===== src/hw/audio_dac_irq_consts.svh =====
`ifndef AUDIO_DAC_IRQ_CONSTS_SVH
`define AUDIO_DAC_IRQ_CONSTS_SVH

// Byte offsets of the word registers
`define IRQ_ENABLE_OFS 8'h14
`define IRQ_DISABLE_OFS 8'h18
`define IRQ_MASK_OFS 8'h1C
`define STATUS_OFS 8'h20
`define STATUS_CLEAR_OFS 8'h24

// Low address bits that take part in the decode
`define REG_ADDR_BITS 8

// Field positions shared by enable, disable, mask, status and clear
`define TRANSMIT_READY_FLAG_BIT 1
`define TRANSMIT_UNDERRUN_FLAG_BIT 2
`define SRC_BITS 3

// Bits that carry a source; bit 0 is held at zero here
`define SRC_FIELD 3'h6

// Reset values
`define MASK_RESET 3'h0
`define STATUS_RESET 3'h0

`endif


===== src/hw/audio_dac_irq_pkg.sv =====
`include "audio_dac_irq_consts.svh"
`default_nettype none

package audio_dac_irq_pkg;

	// One bit per source position, bit 0 unused
	typedef logic [`SRC_BITS-1:0] src_vec_t;

	// Bus data phase tracking
	typedef enum logic [0:0] {
		BUS_IDLE = 1'b0,
		BUS_RD_DONE = 1'b1
	} bus_state_t;

endpackage

`default_nettype wire


===== src/hw/irq_ctl_if.sv =====
`default_nettype none

interface irq_ctl_if
	import audio_dac_irq_pkg::*;
();
	logic enable_wr;
	logic disable_wr;
	logic clear_wr;
	src_vec_t wr_bits;
	src_vec_t mask;
	src_vec_t status;
	logic irq;

	// Bus side issues strobes and reads state back
	modport regs (
		output enable_wr,
		output disable_wr,
		output clear_wr,
		output wr_bits,
		input mask,
		input status,
		input irq
	);

	// Flag bank keeps the mask and the status
	modport bank (
		input enable_wr,
		input disable_wr,
		input clear_wr,
		input wr_bits,
		output mask,
		output status,
		output irq
	);
endinterface

`default_nettype wire


===== src/hw/audio_dac_irq_mask.sv =====
`include "audio_dac_irq_consts.svh"
`default_nettype none

// Functional notes
// Disable register bits written zero leave the mask bit unchanged.
// Disable register bit written one clears the matching mask bit.
// Mask reads 1 enabled, 0 disabled; underrun bit 2, ready bit 1.
// Enable register bit written one sets the matching mask bit.
// Ready flag is high exactly while the converter takes a new sample.
// Underrun flag sets on any underrun, holds until reset or clear write.
// Interrupt line is high while any set flag has its mask bit set.
module audio_dac_irq_mask
	import audio_dac_irq_pkg::*;
(
	input wire logic CLK,
	input wire logic ARST_N,
	input wire logic HSEL,
	input wire logic [31:0] HADDR,
	input wire logic [1:0] HTRANS,
	input wire logic HWRITE,
	input wire logic [2:0] HSIZE,
	input wire logic [31:0] HWDATA,
	input wire logic HREADY,
	output logic HREADYOUT,
	output logic [31:0] HRDATA,
	output logic HRESP,
	input wire logic TX_READY,
	input wire logic TX_UNDERRUN,
	output logic IRQ
);
	irq_ctl_if ctl ();

	logic take;
	logic dp_valid;
	logic dp_write;
	logic dp_hit;
	logic [`REG_ADDR_BITS-1:0] dp_addr;
	logic wr_act;
	logic rd_act;
	bus_state_t state;
	logic [31:0] rd_word;

	// Only word transfers are served; other sizes are accepted but treated as unmapped
	assign take = HSEL & HTRANS[1] & HREADY;

	// Address phase capture
	always_ff @(posedge CLK or negedge ARST_N) begin
		if (!ARST_N) begin
			dp_valid <= 1'b0;
			dp_write <= 1'b0;
			dp_hit <= 1'b0;
			dp_addr <= '0;
		end else if (take) begin
			dp_valid <= 1'b1;
			dp_write <= HWRITE;
			dp_hit <= (HADDR[31:`REG_ADDR_BITS] == '0) && (HSIZE == 3'h2);
			dp_addr <= HADDR[`REG_ADDR_BITS-1:0];
		end else if (HREADYOUT) begin
			dp_valid <= 1'b0;
		end
	end

	// Reads take one wait state so the read word comes from a flip-flop
	always_ff @(posedge CLK or negedge ARST_N) begin
		if (!ARST_N) begin
			state <= BUS_IDLE;
		end else if (rd_act) begin
			state <= BUS_RD_DONE;
		end else begin
			state <= BUS_IDLE;
		end
	end

	assign rd_act = dp_valid & ~dp_write & (state == BUS_IDLE);
	assign wr_act = dp_valid & dp_write & dp_hit;
	assign HREADYOUT = ~rd_act;
	assign HRESP = 1'b0;

	// Write strobes in the data phase, unmapped writes are dropped
	always_comb begin
		ctl.enable_wr = wr_act && (dp_addr == `IRQ_ENABLE_OFS);
		ctl.disable_wr = wr_act && (dp_addr == `IRQ_DISABLE_OFS);
		ctl.clear_wr = wr_act && (dp_addr == `STATUS_CLEAR_OFS);
		ctl.wr_bits = HWDATA[`SRC_BITS-1:0];
	end

	// Read decode; write-only and unmapped words read zero
	always_comb begin
		rd_word = 32'h00000000;
		if (dp_hit && (dp_addr == `IRQ_MASK_OFS)) begin
			rd_word[`SRC_BITS-1:0] = ctl.mask;
		end else if (dp_hit && (dp_addr == `STATUS_OFS)) begin
			rd_word[`SRC_BITS-1:0] = ctl.status;
		end
	end

	// Read data register, loaded in the wait cycle
	always_ff @(posedge CLK or negedge ARST_N) begin
		if (!ARST_N) begin
			HRDATA <= 32'h00000000;
		end else if (rd_act) begin
			HRDATA <= rd_word;
		end
	end

	irq_flag_bank bank (
		.clk(CLK),
		.arst_n(ARST_N),
		.tx_ready(TX_READY),
		.tx_underrun(TX_UNDERRUN),
		.ctl(ctl)
	);

	assign IRQ = ctl.irq;
endmodule

`default_nettype wire


===== src/hw/irq_flag_bank.sv =====
`include "audio_dac_irq_consts.svh"
`default_nettype none

module irq_flag_bank
	import audio_dac_irq_pkg::*;
(
	input wire logic clk,
	input wire logic arst_n,
	input wire logic tx_ready,
	input wire logic tx_underrun,
	irq_ctl_if.bank ctl
);
	src_vec_t mask;
	logic underrun;

	// Enable sets, disable clears; a zero bit leaves the mask alone
	always_ff @(posedge clk or negedge arst_n) begin
		if (!arst_n) begin
			mask <= `MASK_RESET;
		end else if (ctl.enable_wr) begin
			mask <= mask | (ctl.wr_bits & `SRC_FIELD);
		end else if (ctl.disable_wr) begin
			mask <= mask & ~(ctl.wr_bits & `SRC_FIELD); // see R01
		end
	end

	// Sticky underrun; a new underrun wins over a clear in the same cycle
	always_ff @(posedge clk or negedge arst_n) begin
		if (!arst_n) begin
			underrun <= 1'b0;
		end else begin
			underrun <= tx_underrun | (underrun & ~(ctl.clear_wr & ctl.wr_bits[`TRANSMIT_UNDERRUN_FLAG_BIT]));
		end
	end

	// Ready follows the converter live, so a clear cannot hide a ready converter
	always_comb begin
		ctl.status = `STATUS_RESET;
		ctl.status[`TRANSMIT_READY_FLAG_BIT] = tx_ready;
		ctl.status[`TRANSMIT_UNDERRUN_FLAG_BIT] = underrun;
	end

	assign ctl.mask = mask;
	assign ctl.irq = |(ctl.status & mask);
endmodule

`default_nettype wire


===== config.mk =====
export PLATFORM = sky130hd
export DESIGN_NAME = audio_dac_irq_mask
export DESIGN_NICKNAME = d
export VERILOG_FILES = /design/src/hw/audio_dac_irq_pkg.sv /design/src/hw/irq_ctl_if.sv /design/src/hw/audio_dac_irq_mask.sv /design/src/hw/irq_flag_bank.sv
export VERILOG_INCLUDE_DIRS = /design/src /design/src/hw
export SDC_FILE = /design/constraint.sdc
export NUM_CORES = 1
export LEC_CHECK = 0
export ABC_AREA = 0
export BUFFER_PORTS_ARGS = -buffer_cell sky130_fd_sc_hd__buf_2
export CAP_MARGIN = 10
export CELL_PAD_IN_SITES_DETAIL_PLACEMENT = 0
export CELL_PAD_IN_SITES_GLOBAL_PLACEMENT = 1
export CORE_MARGIN = 2
export CORE_UTILIZATION = 26
export DETAILED_ROUTE_END_ITERATION = 10
export PLACE_DENSITY_LB_ADDON = 0.1
export SETUP_SLACK_MARGIN = 0.2
export SLEW_MARGIN = 20
export SYNTH_ARGS = -nofsm -noshare
export SYNTH_HDL_FRONTEND = slang
export SYNTH_HIERARCHICAL = 1
export SYNTH_SLANG_ARGS = --single-unit

===== constraint.sdc =====
create_clock -name CLK -period 4.65 [get_ports CLK]
set_clock_uncertainty 0.05 [all_clocks]
set_input_delay 0.465 -clock CLK [delete_from_list [all_inputs] [get_ports CLK]]
set_output_delay 0.465 -clock CLK [all_outputs]
set_load 0.01 [all_outputs]

==> impl_metrics.json <==
{
  "routedWlPerCell_microns": 10.4,
  "ir_worst_vdd_mv": 0.111,
  "n_fill_cell": 458,
  "synthTopCellsByArea": "dfrtp_1 39%, buf_4 22%, mux2_2 4.8%",
  "clk_pin_slew_worst_paths_ns": 0.07,
  "clkLatencyLatePin_ns": 0.25,
  "diodes": 0,
  "p_leak_nw": 0.711,
  "power.switching_mw": 0.103,
  "io_buffers": 49,
  "p_clk_share_pct": 33.3,
  "slowest_stage": "or3b_1",
  "grt_max_degree": 19,
  "worstSetupStartpointType": "register",
  "routed_wl_microns": 2200,
  "dp.cells": 207,
  "post_cts_resize_count": 0,
  "path_cells": "or3b_1 > buf_2",
  "dp_hpwl_microns": 1900,
  "first_global_vias": 868,
  "grt_pass1_wl_microns": 3630,
  "yosys.cell_types.count": 26,
  "die_x_microns": 71.1,
  "yosysTopAreaCell": "dfrtp_1",
  "hold_viol": 0,
  "via_per_inst": 4.10,
  "first_pass_iters": 2,
  "min_path_type": "input port to asynchronous set/reset pin",
  "die_area_sq_um": 5050,
  "antenna_found_initial": 0,
  "floorplan.initialDensity_pct": 26.9,
  "drv_slew": 0,
  "syn_area_sq_um": 1170,
  "grt-ovfl-total": 0,
  "power_frac_comb_pct": 17.1,
  "dr.first_iter.drc_count": 18,
  "fin_hold_ws_ns": 0.0837,
  "synth_warnings": 6,
  "cell_internal_pwr_mw": 0.281,
  "ant_nets": 0,
  "clock_sinks": 18,
  "vias": 865,
  "cts_max_level": 1,
  "postCtsSetupBuffers": 0,
  "die_h_microns": 71.1,
  "cts_tree": "done",
  "end_kind": "primary output",
  "ys_seq_area_share_pct": 38.5,
  "drc": 0,
  "drv_cap": 0,
  "rsz0062_at_grt": "false",
  "stdcell_count": 211,
  "power.total_mw": 0.383,
  "required_ns": 4.14,
  "cp.arrival_ns": 1.43,
  "core_sq_um": 4350,
  "switching_share_pct": 26.7,
  "drive_gt1_share_pct": 40.3,
  "post-route-period-util_pct": 41.8,
  "syn_to_final_growth_pct": 17.6,
  "cts_buffers": 3,
  "clk_path_buf_depth": 2,
  "synth_top_area_share_pct": 38.5,
  "avgSynthCellArea_sq_um": 10.4,
  "rr_worst_depth": 5,
  "slew_headroom_pct": 59.4,
  "clock.fmax_mhz": 515,
  "period_minus_slack_ns": 1.94,
  "synthCells": 112,
  "critPathLaunch": "dp_write",
  "seq_power_share_pct": 49.7,
  "clockRootBuffer": "clkbuf_8",
  "power_density_nw_per_um2": 279,
  "crit_fanout": 6,
  "r2r_setup_slack_ns": 2.93,
  "place_congestion": 0.661,
  "rows": 24,
  "slowest_delay_ns": 0.56,
  "synth_seq_cells": 18,
  "track_usage_pct": 9.13,
  "tightest_slew_ns": 0.601,
  "critical_path_class": "register to primary output",
  "hold_buffers": 0,
  "io_pins": 111,
  "reg2reg_from": "dp_addr[1]",
  "crit_path_end": "HREADYOUT",
  "final_nets": 236,
  "run_status": "completed",
  "setup_tns_ns": 0,
  "setup_viol": 0
}
## layout by cell type, fill, tap and decap left out, types with 3 or more instances in the layout
cell	n
dfrtp_1	18
nor4b_2	3
a22o_1	3
nand2_1	10
clkbuf_8	4
o221ai_1	3
inv_1	7
buf_2	49
nor4_1	5
mux2_1	4
conb_1	32
mux2_2	5
## power by group through the flow
stage                     Sequential [mW]  Combinational (mW)  Clock, mW
after floorplan                     0.189              0.0635          0
after global placement              0.194              0.0646          0
final                               0.190              0.0655      0.128
after detailed placement            0.194              0.0659          0
after global routing                0.194              0.0736      0.141
after CTS                           0.191              0.0660      0.133
## logic make-up after synthesis
family,synth area share [%]
other,0.642
and+or+nand+nor,19.6
DFF,38.5
AOI/OAI and AO/OA,5.78
buffers and inverters,26.8
muxes,8.66
## through the flow
step	utilization, %	cell area [sq um]	setup slack (ns)
final	31.6	1380	2.71
after CTS	31.6	1380	2.68
after floorplan	-	1280	3.09
after global placement	30.3	1320	2.91
after detailed placement	30.3	1320	2.90
after global routing	31.6	1380	2.63
## how the worst min path moves through the flow
stage	from	to	slack [ns]	cells past startpoint
floorplan	ARST_N	HRDATA[0]	0.12	0
global placement	ARST_N	HRDATA[0]	0.37	1
detailed placement	ARST_N	HRDATA[0]	0.37	1
CTS	ARST_N	HRDATA[0]	0.1	1
global route	ARST_N	HRDATA[0]	0.10	1
finish	ARST_N	HRDATA[0]	0.08	1
## metal layers
layer  track usage (%)  wire length [microns]
met1              10.3                    803
met2              16.3                   1150
met3              3.13                    223
met4              2.52                     19
met5                 0                      0
## Yosys cell counts, drive strengths merged
cell type / number
a21o: 1
a22o: 3
buf: 36
clkinv: 1
conb: 2
dfrtp: 18
inv: 7
mux2: 9
nand2: 10
nand3: 2
nand4: 3
nand4b: 1
nor2: 1
nor2b: 1
nor3: 2
nor4: 5
nor4b: 4
nor4bb: 1
o221ai: 3
o31ai: 1
or3b: 1
## final cells by class
class,count,area (sq um),share of cell area (%)
sequential,18,450,32.7
multi-input combinational,80,518,37.6
tap,52,65.1,4.73
timing repair buffer,49,245,17.8
clock buffer,4,55.1,4.00
inverter,8,42.5,3.09
## worst max-delay path, delay by kind of cell (launching register included)
family	cells	cell delay, ns
buffers and inverters	1	0.21
DFF	1	0.41
and+or+nand+nor	1	0.56
(Power assumes the default switching activity.)
